==> src/pm_regs_pkg.sv <==
// constants of the power management register block
// assumes byte addresses within the block's own i/o window
package pm_regs_pkg;
  // byte offsets inside the i/o window
  localparam logic [7:0] OFF_STATUS = 8'h00;
  localparam logic [7:0] OFF_ENABLE = 8'h02;
  localparam logic [7:0] OFF_SLEEP_CONTROL = 8'h04;
  localparam logic [7:0] OFF_TIMER = 8'h08;
  localparam logic [7:0] OFF_PROC_CONTROL = 8'h10;
  localparam logic [7:0] OFF_LEVEL2 = 8'h14;
  localparam logic [7:0] OFF_LEVEL3 = 8'h15;
  // status / enable bit positions (shared layout)
  localparam int BIT_TIMER_CARRY = 0;
  localparam int BIT_FW_ATTENTION = 5;
  localparam int BIT_BUTTON = 8;
  localparam int BIT_ALARM = 10;
  // sleep control fields
  localparam int BIT_ROUTE_SELECT = 0;
  localparam int BIT_BM_WAKE = 1;
  localparam int BIT_OWN_RELEASE = 2;
  localparam int POS_SUSPEND_TYPE = 10;
  localparam int BIT_SUSPEND_TRIGGER = 13;
  // processor control fields
  localparam int POS_THROTTLE_DUTY = 1;
  localparam int BIT_THROTTLE_EN = 4;
  localparam int BIT_CLOCK_CTRL_EN = 9;
  localparam int BIT_CLOCKRUN_EN = 13;
  localparam int BIT_THROTTLE_ACTIVE = 17;
  // reset values
  localparam logic [15:0] RST_ENABLE = 16'h0000;
  localparam logic [15:0] RST_SLEEP_CONTROL = 16'h1000;
  localparam logic [31:0] RST_PROC_CONTROL = 32'h0000_0000;
  // suspend type codes
  localparam logic [2:0] SUSP_WORKING = 3'h4;
  localparam logic [2:0] SUSP_SLEEPING = 3'h3;
  localparam logic [2:0] SUSP_DRAM = 3'h2;
  localparam logic [2:0] SUSP_DISK = 3'h1;
  localparam logic [2:0] SUSP_SOFT_OFF = 3'h0;
  // timing: system clock and timer reference
  localparam int CLK_HZ = 100_000_000;
  localparam int TIMER_REF_HZ = 3_579_545;
  localparam int TIMER_TICK_DIV = CLK_HZ / TIMER_REF_HZ;
  localparam int THROTTLE_SLOT_CYCLES = 64;
  localparam int CLOCKRUN_IDLE_CYCLES = 16;
  typedef enum logic [1:0] {cc_normal, cc_level2, cc_level3} clock_state_type;
endpackage : pm_regs_pkg

==> src/pm_timing_if.sv <==
// carrier between the register core, the timer and the throttle generator
// assumes all three sit on the same clock
`timescale 1ns/1ps
`default_nettype none
interface pm_timing_if;
  logic [31:0] timer_value;
  logic carry_pulse;
  logic throttle_en;
  logic [2:0] throttle_duty;
  logic throttle_stop;
  modport timer (output timer_value, output carry_pulse);
  modport throttle (input throttle_en, input throttle_duty, output throttle_stop);
  modport core (input timer_value, input carry_pulse, output throttle_en, output throttle_duty,
    input throttle_stop);
endinterface : pm_timing_if
`default_nettype wire

==> src/pm_timer.sv <==
// free-running power management timer
// assumes a clock of CLK_HZ; tick rate set by TICK_DIV
`timescale 1ns/1ps
`default_nettype none
module pm_timer import pm_regs_pkg::*; #(
  parameter int TICK_DIV = TIMER_TICK_DIV,
  parameter int WIDTH = 32
) (
  input wire logic i_clk,
  input wire logic i_rst_b,
  pm_timing_if.timer tif
);
  logic [7:0] div_q;
  logic [WIDTH-1:0] count_q;
  logic tick;
  assign tick = (div_q == 8'(TICK_DIV - 1));

  always_ff @(posedge i_clk or negedge i_rst_b) begin
    if (!i_rst_b) begin
      div_q <= 8'h00;
      count_q <= '0;
    end else begin
      div_q <= tick ? 8'h00 : div_q + 8'h01;
      if (tick) count_q <= count_q + 1'b1;
    end
  end

  assign tif.timer_value = 32'(count_q);
  assign tif.carry_pulse = tick && (&count_q);
endmodule : pm_timer
`default_nettype wire

==> src/pm_throttle.sv <==
// cpu clock throttle duty generator: eight slots per period
// assumes duty code n means n slots running, the rest stopped
`timescale 1ns/1ps
`default_nettype none
module pm_throttle import pm_regs_pkg::*; #(
  parameter int SLOT_CYCLES = THROTTLE_SLOT_CYCLES
) (
  input wire logic i_clk,
  input wire logic i_rst_b,
  pm_timing_if.throttle tif
);
  logic [7:0] slot_cnt_q;
  logic [2:0] slot_q;
  logic slot_end;
  assign slot_end = (slot_cnt_q == 8'(SLOT_CYCLES - 1));

  always_ff @(posedge i_clk or negedge i_rst_b) begin
    if (!i_rst_b) begin
      slot_cnt_q <= 8'h00;
      slot_q <= 3'h0;
    end else if (!tif.throttle_en) begin
      slot_cnt_q <= 8'h00;
      slot_q <= 3'h0;
    end else begin
      slot_cnt_q <= slot_end ? 8'h00 : slot_cnt_q + 8'h01;
      if (slot_end) slot_q <= slot_q + 3'h1;
    end
  end

  assign tif.throttle_stop = tif.throttle_en && (slot_q >= tif.throttle_duty);
endmodule : pm_throttle
`default_nettype wire

==> src/pm_control_regs.sv <==
// power management i/o register block: event enables, sleep control,
// timer readout, processor clock control
// assumes the i/o window base is decoded outside (i_io_sel), dword lanes with byte enables
// Contract
// - alarm wake enable bit 10 passes alarm status to sci, smi or resume
// - button enable bit 8 passes button status to sci, smi or resume
// - firmware attention enable bit 5 raises sci only
// - timer carry enable bit 0 raises sci on carry status
// - reserved bits read as zero
// - suspend trigger bit 13 reads zero; writing one starts suspend sequence
// - suspend type field bits 12-10 with working, sleeping, dram, disk, off codes
// - writing one to ownership release bit 2 raises smi
// - bus-master wake bit 1 lets bus requests leave c3 to c0
// - route select bit 0 steers alarm and button events to sci or smi
// - timer bits 23-0 read running count
// - timer bits 31-24 read upper byte of 32-bit timer
// - throttle active flag bit 17 shows throttling mode
// - clockrun host enable bit 13 stops pci clock after idle period
// - clock control enable bit 9 lets level reads enter clock modes
// - throttle enable bit 4 switches cpu clock throttling
// - throttle duty bits 3-1 give n eighths high per period for n of 1 to 7; code 0 leaves the clock running
// - status bits clear on writing one, zero leaves them
// - timer carry status sets when timer msb falls
// - level 2 or level 3 register read requests that power state
`timescale 1ns/1ps
`default_nettype none
module pm_control_regs import pm_regs_pkg::*; #(
  parameter int TICK_DIV = TIMER_TICK_DIV,
  parameter int SLOT_CYCLES = THROTTLE_SLOT_CYCLES,
  parameter int IDLE_CYCLES = CLOCKRUN_IDLE_CYCLES
) (
  input wire logic i_clk,
  input wire logic i_rst_b,
  input wire logic i_io_sel,
  input wire logic i_io_wr,
  input wire logic i_io_rd,
  input wire logic [7:0] i_io_addr,
  input wire logic [3:0] i_io_be,
  input wire logic [31:0] i_io_wdata,
  output logic [31:0] o_io_rdata,
  input wire logic i_alarm_event,
  input wire logic i_power_button,
  input wire logic i_busmaster_request,
  input wire logic i_pci_busy,
  input wire logic i_firmware_attention,
  input wire logic i_clock_break,
  output logic o_sci,
  output logic o_smi,
  output logic o_resume_event,
  output logic o_suspend_request,
  output logic [2:0] o_suspend_type,
  output logic o_cpu_clock_stop,
  output logic o_pci_clock_stop,
  output logic [1:0] o_clock_state
);
  // ----------------------------------------------------------------
  // pin synchronisers
  // ----------------------------------------------------------------
  localparam int NPINS = 4;
  logic [NPINS-1:0] pin_raw;
  logic [NPINS-1:0] pin_s1_q;
  logic [NPINS-1:0] pin_s2_q;
  logic [NPINS-1:0] pin_s3_q;
  logic [NPINS-1:0] pin_q;
  assign pin_raw = {i_pci_busy, i_busmaster_request, i_power_button, i_alarm_event};

  genvar gi;
  generate
    for (gi = 0; gi < NPINS; gi++) begin : g_sync
      // a change counts only once stages two and three agree
      always_ff @(posedge i_clk or negedge i_rst_b) begin
        if (!i_rst_b) begin
          pin_s1_q[gi] <= 1'b0;
          pin_s2_q[gi] <= 1'b0;
          pin_s3_q[gi] <= 1'b0;
          pin_q[gi] <= 1'b0;
        end else begin
          pin_s1_q[gi] <= pin_raw[gi];
          pin_s2_q[gi] <= pin_s1_q[gi];
          pin_s3_q[gi] <= pin_s2_q[gi];
          if (pin_s2_q[gi] == pin_s3_q[gi]) pin_q[gi] <= pin_s3_q[gi];
        end
      end
    end
  endgenerate

  wire alarm_lvl = pin_q[0];
  wire button_lvl = pin_q[1];
  wire bm_req_lvl = pin_q[2];
  wire pci_busy_lvl = pin_q[3];

  // ----------------------------------------------------------------
  // timer and throttle generator
  // ----------------------------------------------------------------
  pm_timing_if tif ();

  pm_timer #(.TICK_DIV(TICK_DIV), .WIDTH(32)) u_timer (
    .i_clk(i_clk),
    .i_rst_b(i_rst_b),
    .tif(tif.timer)
  );

  pm_throttle #(.SLOT_CYCLES(SLOT_CYCLES)) u_throttle (
    .i_clk(i_clk),
    .i_rst_b(i_rst_b),
    .tif(tif.throttle)
  );

  // ----------------------------------------------------------------
  // access decode
  // ----------------------------------------------------------------
  wire [5:0] dw = i_io_addr[7:2];
  wire hit_status = i_io_sel && (dw == OFF_STATUS[7:2]);
  wire hit_control = i_io_sel && (dw == OFF_SLEEP_CONTROL[7:2]);
  wire hit_timer = i_io_sel && (dw == OFF_TIMER[7:2]);
  wire hit_proc = i_io_sel && (dw == OFF_PROC_CONTROL[7:2]);
  wire hit_level = i_io_sel && (dw == OFF_LEVEL2[7:2]);
  wire wr_status = hit_status && i_io_wr;
  wire wr_control = hit_control && i_io_wr;
  wire wr_proc = hit_proc && i_io_wr;
  wire [1:0] lane_level2_entry_read = OFF_LEVEL2[1:0];
  wire [1:0] lane_level3_entry_read = OFF_LEVEL3[1:0];
  wire level2_entry_read = hit_level && i_io_rd && i_io_be[lane_level2_entry_read];
  wire level3_entry_read = hit_level && i_io_rd && i_io_be[lane_level3_entry_read];

  // byte-lane merge of the write data over a stored word
  function automatic logic [31:0] merge(input logic [31:0] old, input logic [31:0] wd, input logic [3:0] be);
    logic [31:0] r;
    r = old;
    for (int b = 0; b < 4; b++) begin
      if (be[b]) r[8*b +: 8] = wd[8*b +: 8];
    end
    return r;
  endfunction

  // write-one-to-clear mask for the status half (bytes 0 and 1)
  wire [15:0] status_clear = i_io_wdata[15:0] & {{8{i_io_be[1]}}, {8{i_io_be[0]}}} & {16{wr_status}};

  // ----------------------------------------------------------------
  // register storage
  // ----------------------------------------------------------------
  logic [15:0] enable_q;
  logic [15:0] control_q;
  logic [31:0] proc_q;
  logic alarm_sts_q;
  logic button_sts_q;
  logic fw_sts_q;
  logic carry_sts_q;
  logic suspend_req_q;
  logic release_q;

  wire [31:0] enable_wr = merge({enable_q, 16'h0000}, i_io_wdata, i_io_be);
  wire [31:0] control_wr = merge({16'h0000, control_q}, i_io_wdata, i_io_be);
  wire [31:0] proc_wr = merge(proc_q, i_io_wdata, i_io_be);
  wire [15:0] enable_mask = 16'h0521;
  wire [15:0] control_mask = 16'h1c07;
  wire [31:0] proc_mask = 32'h0000_221e;
  wire trigger_written = wr_control && i_io_be[1] && i_io_wdata[BIT_SUSPEND_TRIGGER];
  wire release_written = wr_control && i_io_be[0] && i_io_wdata[BIT_OWN_RELEASE];

  always_ff @(posedge i_clk or negedge i_rst_b) begin
    if (!i_rst_b) begin
      enable_q <= RST_ENABLE;
      control_q <= RST_SLEEP_CONTROL;
      proc_q <= RST_PROC_CONTROL;
    end else begin
      if (wr_status) enable_q <= enable_wr[31:16] & enable_mask;
      if (wr_control) control_q <= control_wr[15:0] & control_mask;
      if (wr_proc) proc_q <= proc_wr & proc_mask;
    end
  end

  always_ff @(posedge i_clk or negedge i_rst_b) begin
    if (!i_rst_b) begin
      alarm_sts_q <= 1'b0;
      button_sts_q <= 1'b0;
      fw_sts_q <= 1'b0;
      carry_sts_q <= 1'b0;
    end else begin
      alarm_sts_q <= alarm_lvl | (alarm_sts_q & ~status_clear[BIT_ALARM]);
      button_sts_q <= button_lvl | (button_sts_q & ~status_clear[BIT_BUTTON]);
      fw_sts_q <= i_firmware_attention | (fw_sts_q & ~status_clear[BIT_FW_ATTENTION]);
      carry_sts_q <= tif.carry_pulse | (carry_sts_q & ~status_clear[BIT_TIMER_CARRY]);
    end
  end

  always_ff @(posedge i_clk or negedge i_rst_b) begin
    if (!i_rst_b) begin
      suspend_req_q <= 1'b0;
      release_q <= 1'b0;
    end else begin
      suspend_req_q <= trigger_written;
      release_q <= release_written;
    end
  end

  // ----------------------------------------------------------------
  // field views
  // ----------------------------------------------------------------
  wire alarm_wake_enable = enable_q[BIT_ALARM];
  wire button_event_enable = enable_q[BIT_BUTTON];
  wire firmware_attention_enable = enable_q[BIT_FW_ATTENTION];
  wire timer_carry_event_enable = enable_q[BIT_TIMER_CARRY];
  wire interrupt_route_select = control_q[BIT_ROUTE_SELECT];
  wire busmaster_wake_enable = control_q[BIT_BM_WAKE];
  wire [2:0] suspend_type = control_q[POS_SUSPEND_TYPE +: 3];
  wire throttle_enable = proc_q[BIT_THROTTLE_EN];
  wire [2:0] throttle_duty = proc_q[POS_THROTTLE_DUTY +: 3];
  wire clock_ctrl_enable = proc_q[BIT_CLOCK_CTRL_EN];
  wire clockrun_host_enable = proc_q[BIT_CLOCKRUN_EN];

  // ----------------------------------------------------------------
  // power events
  // ----------------------------------------------------------------
  // enable gating of alarm, button, firmware attention and timer carry status
  wire alarm_ev = alarm_wake_enable & alarm_sts_q;
  wire button_ev = button_event_enable & button_sts_q;
  wire fw_ev = firmware_attention_enable & fw_sts_q;
  wire carry_ev = timer_carry_event_enable & carry_sts_q;
  wire wake_ev = alarm_ev | button_ev;
  wire sci_d = (interrupt_route_select & wake_ev) | fw_ev | carry_ev;
  wire smi_d = (~interrupt_route_select & wake_ev) | release_q;

  // ----------------------------------------------------------------
  // processor clock control states
  // ----------------------------------------------------------------
  // software is expected to program the working type before level entry; not enforced here
  clock_state_type cc_q;
  clock_state_type cc_d;

  always_comb begin
    cc_d = cc_q;
    unique case (cc_q)
      cc_normal: begin
        if (clock_ctrl_enable && level3_entry_read) cc_d = cc_level3;
        else if (clock_ctrl_enable && level2_entry_read) cc_d = cc_level2;
      end
      cc_level2: begin
        if (i_clock_break || !clock_ctrl_enable) cc_d = cc_normal;
      end
      cc_level3: begin
        if (i_clock_break || !clock_ctrl_enable || (busmaster_wake_enable && bm_req_lvl)) cc_d = cc_normal;
      end
    endcase
  end

  always_ff @(posedge i_clk or negedge i_rst_b) begin
    if (!i_rst_b) cc_q <= cc_normal;
    else cc_q <= cc_d;
  end

  assign tif.throttle_en = throttle_enable && (throttle_duty != 3'h0) && (cc_q == cc_normal);
  assign tif.throttle_duty = throttle_duty;
  wire throttle_active_flag = tif.throttle_en;

  // ----------------------------------------------------------------
  // pci clock run host
  // ----------------------------------------------------------------
  // the idle count restarts while the synchronised busy level is high; a request raised after the stop clears it once the synchronised busy level rises
  logic [15:0] idle_cnt_q;
  logic pci_stop_q;
  wire idle_done = (idle_cnt_q == 16'(IDLE_CYCLES - 1));

  always_ff @(posedge i_clk or negedge i_rst_b) begin
    if (!i_rst_b) begin
      idle_cnt_q <= 16'h0000;
      pci_stop_q <= 1'b0;
    end else if (!clockrun_host_enable || pci_busy_lvl) begin
      idle_cnt_q <= 16'h0000;
      pci_stop_q <= 1'b0;
    end else if (!idle_done) begin
      idle_cnt_q <= idle_cnt_q + 16'h0001;
    end else begin
      pci_stop_q <= 1'b1;
    end
  end

  // ----------------------------------------------------------------
  // outputs
  // ----------------------------------------------------------------
  logic sci_q;
  logic smi_q;
  logic resume_q;
  logic cpu_stop_q;

  always_ff @(posedge i_clk or negedge i_rst_b) begin
    if (!i_rst_b) begin
      sci_q <= 1'b0;
      smi_q <= 1'b0;
      resume_q <= 1'b0;
      cpu_stop_q <= 1'b0;
    end else begin
      sci_q <= sci_d;
      smi_q <= smi_d;
      resume_q <= wake_ev;
      cpu_stop_q <= (cc_q != cc_normal) | tif.throttle_stop;
    end
  end

  assign o_sci = sci_q;
  assign o_smi = smi_q;
  assign o_resume_event = resume_q;
  assign o_suspend_request = suspend_req_q;
  assign o_suspend_type = suspend_type;
  assign o_cpu_clock_stop = cpu_stop_q;
  assign o_pci_clock_stop = pci_stop_q;
  assign o_clock_state = cc_q;

  // ----------------------------------------------------------------
  // read data
  // ----------------------------------------------------------------
  wire [15:0] status_view = 16'(alarm_sts_q) << BIT_ALARM | 16'(button_sts_q) << BIT_BUTTON
    | 16'(fw_sts_q) << BIT_FW_ATTENTION | 16'(carry_sts_q) << BIT_TIMER_CARRY;
  wire [15:0] control_view = control_q & ~(16'h0001 << BIT_SUSPEND_TRIGGER);
  wire [31:0] proc_view = proc_q | (32'(throttle_active_flag) << BIT_THROTTLE_ACTIVE);
  wire [31:0] timer_view = tif.timer_value;

  wire [31:0] rd_mux = hit_status ? {enable_q, status_view}
    : hit_control ? {16'h0000, control_view}
    : hit_timer ? timer_view
    : hit_proc ? proc_view
    : 32'h0000_0000;

  always_ff @(posedge i_clk or negedge i_rst_b) begin
    if (!i_rst_b) o_io_rdata <= 32'h0000_0000;
    else if (i_io_sel && i_io_rd) o_io_rdata <= rd_mux;
  end
endmodule : pm_control_regs
`default_nettype wire

==> config.mk <==
export PLATFORM = sky130hd
export DESIGN_NAME = pm_control_regs
export DESIGN_NICKNAME = d
export VERILOG_FILES = /design/src/pm_regs_pkg.sv /design/src/pm_timing_if.sv /design/src/pm_timer.sv /design/src/pm_throttle.sv /design/src/pm_control_regs.sv
export SDC_FILE = /design/constraint.sdc
export NUM_CORES = 1
export LEC_CHECK = 0
export ABC_AREA = 1
export BUFFER_PORTS_ARGS = -buffer_cell sky130_fd_sc_hd__buf_4
export CORE_UTILIZATION = 54
export CTS_BUF_LIST = sky130_fd_sc_hd__clkbuf_2
export CTS_CLUSTER_SIZE = 8
export DETAILED_ROUTE_END_ITERATION = 6
export HOLD_SLACK_MARGIN = 0.15
export PLACE_DENSITY_LB_ADDON = 0.08
export SYNTH_ARGS = -nofsm -noshare
export SYNTH_HDL_FRONTEND = slang
export SYNTH_SLANG_ARGS = --single-unit
==> constraint.sdc <==
create_clock -name i_clk -period 1.5 [get_ports i_clk]
set_input_delay 0.075 -clock i_clk [delete_from_list [all_inputs] [get_ports i_clk]]
set_output_delay 0.075 -clock i_clk [all_outputs]
set_load 0.02 [all_outputs]
# Word-level counts from Yosys, hierarchy flattened

Index checks and enable logic that the tools add are counted.
W data, S select, Z words.

Add/subtract/negate cells: 5
Magnitude comparators: 1
Equality and inequality tests: 18
Multiplexer cells: 18
Bitwise gates (word level): 30
Reductions and logical operators: 41

Operators with widths:

| operator                | number |
|---|---|
| $mux W32                | 3 |
| $add A32 B1 Y32 const B | 1 |
| $mux W16                | 2 |
| $reduce_and A32 Y1      | 1 |
| $mux W8                 | 3 |
| $logic_and A1 B1 Y1     | 23 |
| $and A11 B11 Y11        | 2 |
| $mux W18                | 1 |
| $or A14 B18 Y18         | 1 |
| $add A16 B1 Y16 const B | 1 |
| $add A8 B1 Y8 const B   | 2 |
| $eq A16 B4 Y1 const B   | 1 |
| $eq A6 B3 Y1 const B    | 2 |
| $reduce_and A2 Y1       | 6 |
| $or A11 B1 Y11          | 1 |
| $or A11 B6 Y11          | 1 |
| $or A11 B9 Y11          | 1 |
| $and A1 B1 Y1           | 10 |
| $or A1 B1 Y1            | 9 |
| $eq A8 B5 Y1 const B    | 1 |
| $eq A8 B6 Y1 const B    | 1 |
| $mux W2                 | 4 |
| $eq A6 B1 Y1 const B    | 1 |
| $eq A6 B2 Y1 const B    | 1 |
| 19 further kinds        | 34 |

Bits in registers: 144
Input port bits: 55
Output and inout bits: 43
Word-level logic and storage cells: 153

# Logic depth before layout (Yosys ltp)

Word-level depth: 8
Gate-level depth with buffers: 9
Depth with buffers taken out: 9

# Modules after synthesis

A second synthesis with hierarchy kept.

Cell total of the unflattened synthesis: 874
Area, all modules: 7188.1 um^2

Modules (own cells, without submodules):

| module          | instances | cells an instance | area an instance (um^2) | seq. area each (um^2) |
|---|---|---|---|---|
| pm_control_regs | 1         | 496               | 4276.6                  | 2328.5 |
| pm_timer        | 1         | 296               | 2262.2                  | 1001.0 |
| pm_throttle     | 1         | 82                | 649.4                   | 275.3 |

# Least setup slack after synthesis

Ideal clock, no wire load.

Kind: register to register
From: register cc_q[0] (netlist: o_clock_state[0])
To: register u_throttle.slot_q[0]
Setup time: 0.129 ns
Arrival time: 1.347 ns
Data required time: 1.371 ns
Slack: 0.024 ns
Stages on the path, launching flop included: 8
Path buffers: 0
Clock period less this slack: 1.476 ns
Cells stage by stage: dfrtp_1 inv_1 ha_1 nand2_1 nor2_2 nand2_1 nand3_1 o21ai_0

Word-level cells in the longest chain between the ends: 3
Elaborated cells on any way between the ends: 4
Classes of those cells: 1 x eq/ne; 1 x mux; 2 x reduce/logical

RTL lines:

| element                                                  | line                   | RTL |
|---|---|---|
| from (decl)                                              | pm_control_regs.sv:228 | `clock_state_type cc_q;` |
| from (signal assigned)                                   | pm_control_regs.sv:248 | `if (!i_rst_b) cc_q <= cc_normal;` |
| $logic_not A2 Y1 (*)                                     | pm_control_regs.sv:252 | `assign tif.throttle_en = throttle_enable && (throttle_duty != 3'h0) && (cc_q == cc_normal);` |
| $logic_and A1 B1 Y1 (*)                                  | pm_control_regs.sv:252 |  |
| $ne A2 B2 Y1 (no line) / $mux W3 (equally long branches) | -                      |  |
| to (signal assigned)                                     | pm_throttle.sv:26      | `if (slot_end) slot_q <= slot_q + 3'h1;` |
| to (decl)                                                | pm_throttle.sv:13      | `logic [2:0] slot_q;` |

Mark *: on every way between the ends. The rest lies on a longest branch, timed or not.
A chain may end at the register's enable or synchronous reset.

# Worst setup path in the final report

From: register control_q[12]
To: output o_suspend_type[2]

RTL lines:

| element                | line                   | RTL |
|---|---|---|
| from (decl)            | pm_control_regs.sv:143 | `logic [15:0] control_q;` |
| from (signal assigned) | pm_control_regs.sv:168 | `if (wr_control) control_q <= control_wr[15:0] & control_mask;` |
| to (decl)              | pm_control_regs.sv:51  | `output logic [2:0] o_suspend_type,` |

No word-level cell between the ends.

==> impl_metrics.csv <==
group,metric,value,unit
run_status,status,"finished, violations left",
run_status,violations,"hold timing, setup timing",
timing,worst_slack,-0.0297,ns
timing,worst_slew_pin_slew,0.516,ns
route,drt_iter0_markers,565,
floorplan,initial_core_util,0.557,
timing,timing.final.crit_share,1.02,
critical_path,arrival,1.45,ns
clock_tree,htreeDepth,4,
timing,fin_crit,1.53,ns
critical_path,rrSetupSlack,0.01,ns
yosys,yosysWarnings,0,
power_and_ir_drop,power_density,760,nW/µm²
critical_path,critical_path_buf_inv_count,1,
timing,max_freq,654,MHz
floorplan,core,12700,µm²
route,ant_nets,0,
grt,grt_start_max_net_pins,55,
clock_tree,clkTransAtPathRegs,0.23,ns
final_layout,multi_input_area,3250,µm²
power_and_ir_drop,peakVddDrop,0.000681,V
final_layout,layout_commonest_cell,"nand2_1",
yosys,synth_largest_type_area_fraction,0.507,
yosys,netlist_instances,874,
timing,setup_viol,6,
worst_hold_path,hold_path_depth,7,
final_layout,seq_area,3610,µm²
grt,grt_pass1_vias,6727,
final_layout,final_util,0.787,
yosys,synth_seq_cells,144,
clock_tree,root_buffer,"clkbuf_2",
final_layout,final_cell_mix,"263 x nand2_1, 140 x dfrtp_1, 136 x buf_4",
yosys,yosysTopAreaCell,"dfrtp_1",
grt,gr-total-overflow,0,
timing,grt_setup_unrepaired,"yes",
timing,maxSlewViolCount,0,
final_layout,antennaDiodeCount,0,
final_layout,area_growth,41.1,%
critical_path,cp_max_fo,2,
critical_path,worstReg2RegStart,"u_timer.div_q[0]",
critical_path,cpPeakStageDelay,0.60,ns
timing,slew_headroom,0.656,
clock_tree,clock_latency,0.74,ns
placed_design,dpl.cell_count,1156,
floorplan,rows,41,
placed_design,hpwl,13100,µm
clock_tree,cts_tree,"yes",
final_layout,fillers,795,
timing,clock_skew,0.0242,ns
power_and_ir_drop,p_total,7580,µW
placed_design,routabilityCongestion,0.936,
critical_path,worstRegToRegCells,9,
floorplan,die_h,116,µm
worst_hold_path,hold_end,"o_io_rdata[22]",
critical_path,crit_family,"flip-flops",
timing,hold_viol,10,
timing,timing.hold.ws,-0.0278,ns
grt,grt_first_pass_wirelength,32100,µm
yosys,yosysUniqueCellTypes,38,
final_layout,fin_nets,1198,
yosys,synth_fp_nets,941,
yosys,ys_top_cells_by_area,"dfrtp_1 51%, nand2_1 15%, inv_1 5.5%",
placed_design,io_buffer_count,79,
final_layout,final_layout_size_suffix_gt1_frac,0.261,
power_and_ir_drop,p_leak,0.00474,µW
route,wirelength,21600,µm
critical_path,worst_r2r_endpoint,"u_timer.tif.timer_value[16]",
worst_hold_path,hold_path_class,"in2reg",
clock_tree,clk_path_buf_depth,2,
yosys,seq_area_frac_synth,0.510,
final_layout,final_cells,1316,
critical_path,path_cells,"buf_6",
floorplan,die_area,13500,µm²
flow_run,cap_violations,0,
critical_path,required,1.42,ns
yosys,avgSynthCellArea,8.08,µm²
floorplan,die_x,116,µm
grt,grt_usage,0.313,
floorplan,top_level_ports,98,
critical_path,cp-end-kind,"output port",
route,dr.pass1.iters,5,
critical_path,cp-start-kind,"register",
clock_tree,cts.sinks,144,
yosys,syn-cell-area,7060,µm²
route,drc_errors,0,
critical_path,worstSetupPathType,"reg2out",
clock_tree,cts_made_buffers,17,
route,wire_per_inst,16.4,µm
route,vias,6907,
grt,antenna_found_initial,0,
placed_design,place_ws,-0.0538,ns
critical_path,cpMaxStageDelayCell,"dfstp_2",
worst_hold_path,hold_path.startpoint,"i_io_addr[7]",
route,avgViaCountPerCell,5.25,
## synth_stat cells (all sizes together)
cell type / number
nor3: 12
a31oi: 1
or2: 1
dfstp: 1
a21o: 3
xor2: 16
nand2: 287
and2: 1
nand4: 20
o21bai: 1
xnor2: 4
nand3b: 3
mux2i: 1
a21oi: 30
o22ai: 1
buf: 9
dfrtp: 143
o31ai: 1
clkbuf: 3
inv: 105
nand3: 50
o21ai: 53
maj3: 4
ha: 12
nor2: 112
## timing repair
item,in CTS,in global routing
endpoints found under the hold margin,204,17
cloned,0,1
gates resized for setup,13,94
setup buffers,8,25
pin swaps,4,29
hold buffers,94,1
setup endpoints to repair,25,87
## flip-flops by register name (all words and copies together) (netlist names), 2 cells and up
name	cells
o_io_rdata	32
u_timer.tif.timer_value	32
idle_cnt_q	16
u_throttle.slot_cnt_q	8
u_timer.div_q	8
control_q	6
proc_q	6
enable_q	4
pin_s1_q	4
pin_s2_q	4
pin_s3_q	4
u_throttle.slot_q	3
o_clock_state	2
## final cells by class
type / count / area share
flip-flops and latches: 144 / 0.362
clock inverters: 15 / 0.0187
repair buffers: 250 / 0.223
clock buffers: 17 / 0.00854
well taps: 172 / 0.0216
inverters: 105 / 0.0400
multi-input cells: 613 / 0.326
## worst max path at each step
| stage | startpoint | to | slack (ns) | cells past startpoint |
|---|---|---|---|---|
| floorplan | o_clock_state[0] | u_throttle.slot_q[0] | 0.02 | 7 |
| global placement | u_timer.div_q[0] | u_timer.tif.timer_value[13] | -0.02 | 8 |
| detailed placement | u_timer.div_q[0] | u_timer.tif.timer_value[13] | -0.05 | 8 |
| CTS | control_q[12] | o_suspend_type[2] | -0.04 | 1 |
| global route | u_timer.div_q[0] | u_timer.tif.timer_value[9] | -0.11 | 8 |
| finish | control_q[12] | o_suspend_type[2] | -0.03 | 1 |
## per-stage QoR
| step | TNS [ns] | instance area (µm²) |
|---|---|---|
| global placement | -0.0310 | 8160 |
| global route | -2.07 | 9970 |
| detailed placement | -0.367 | 8160 |
| floorplan | 0 | 7060 |
| finish | -0.102 | 9970 |
| CTS | -0.0966 | 9480 |
## layer usage
metal  global-route usage  part of all wire  vias up
met3               0.0659             0.052       65
li1                     -                 -     3277
met1                0.380              0.41     3307
met4                0.132             0.030        0
met5                    0                 0        -
met2                0.541              0.51      258
## where the power goes
part | switching, µW | leakage, µW | internal [µW]
Clock | 1540 | 0.000141 | 948
Sequential | 76.1 | 0.00188 | 3990
Combinational | 530 | 0.00271 | 492
## kinds of logic (layout without fill, tap and decap cells)
| logic type | count (synthesis) | after routing | share of synthesized area |
|---|---|---|---|
| compound gates | 90 | 90 | 0.0712 |
| xor+xnor | 20 | 20 | 0.0248 |
| fa+ha+maj | 16 | 16 | 0.0269 |
| buf+inv | 117 | 387 | 0.0661 |
| flops | 144 | 144 | 0.510 |
| mux | 1 | 1 | 0.00142 |
| simple gates | 486 | 486 | 0.299 |
Power figures use the tool's default switching activity.
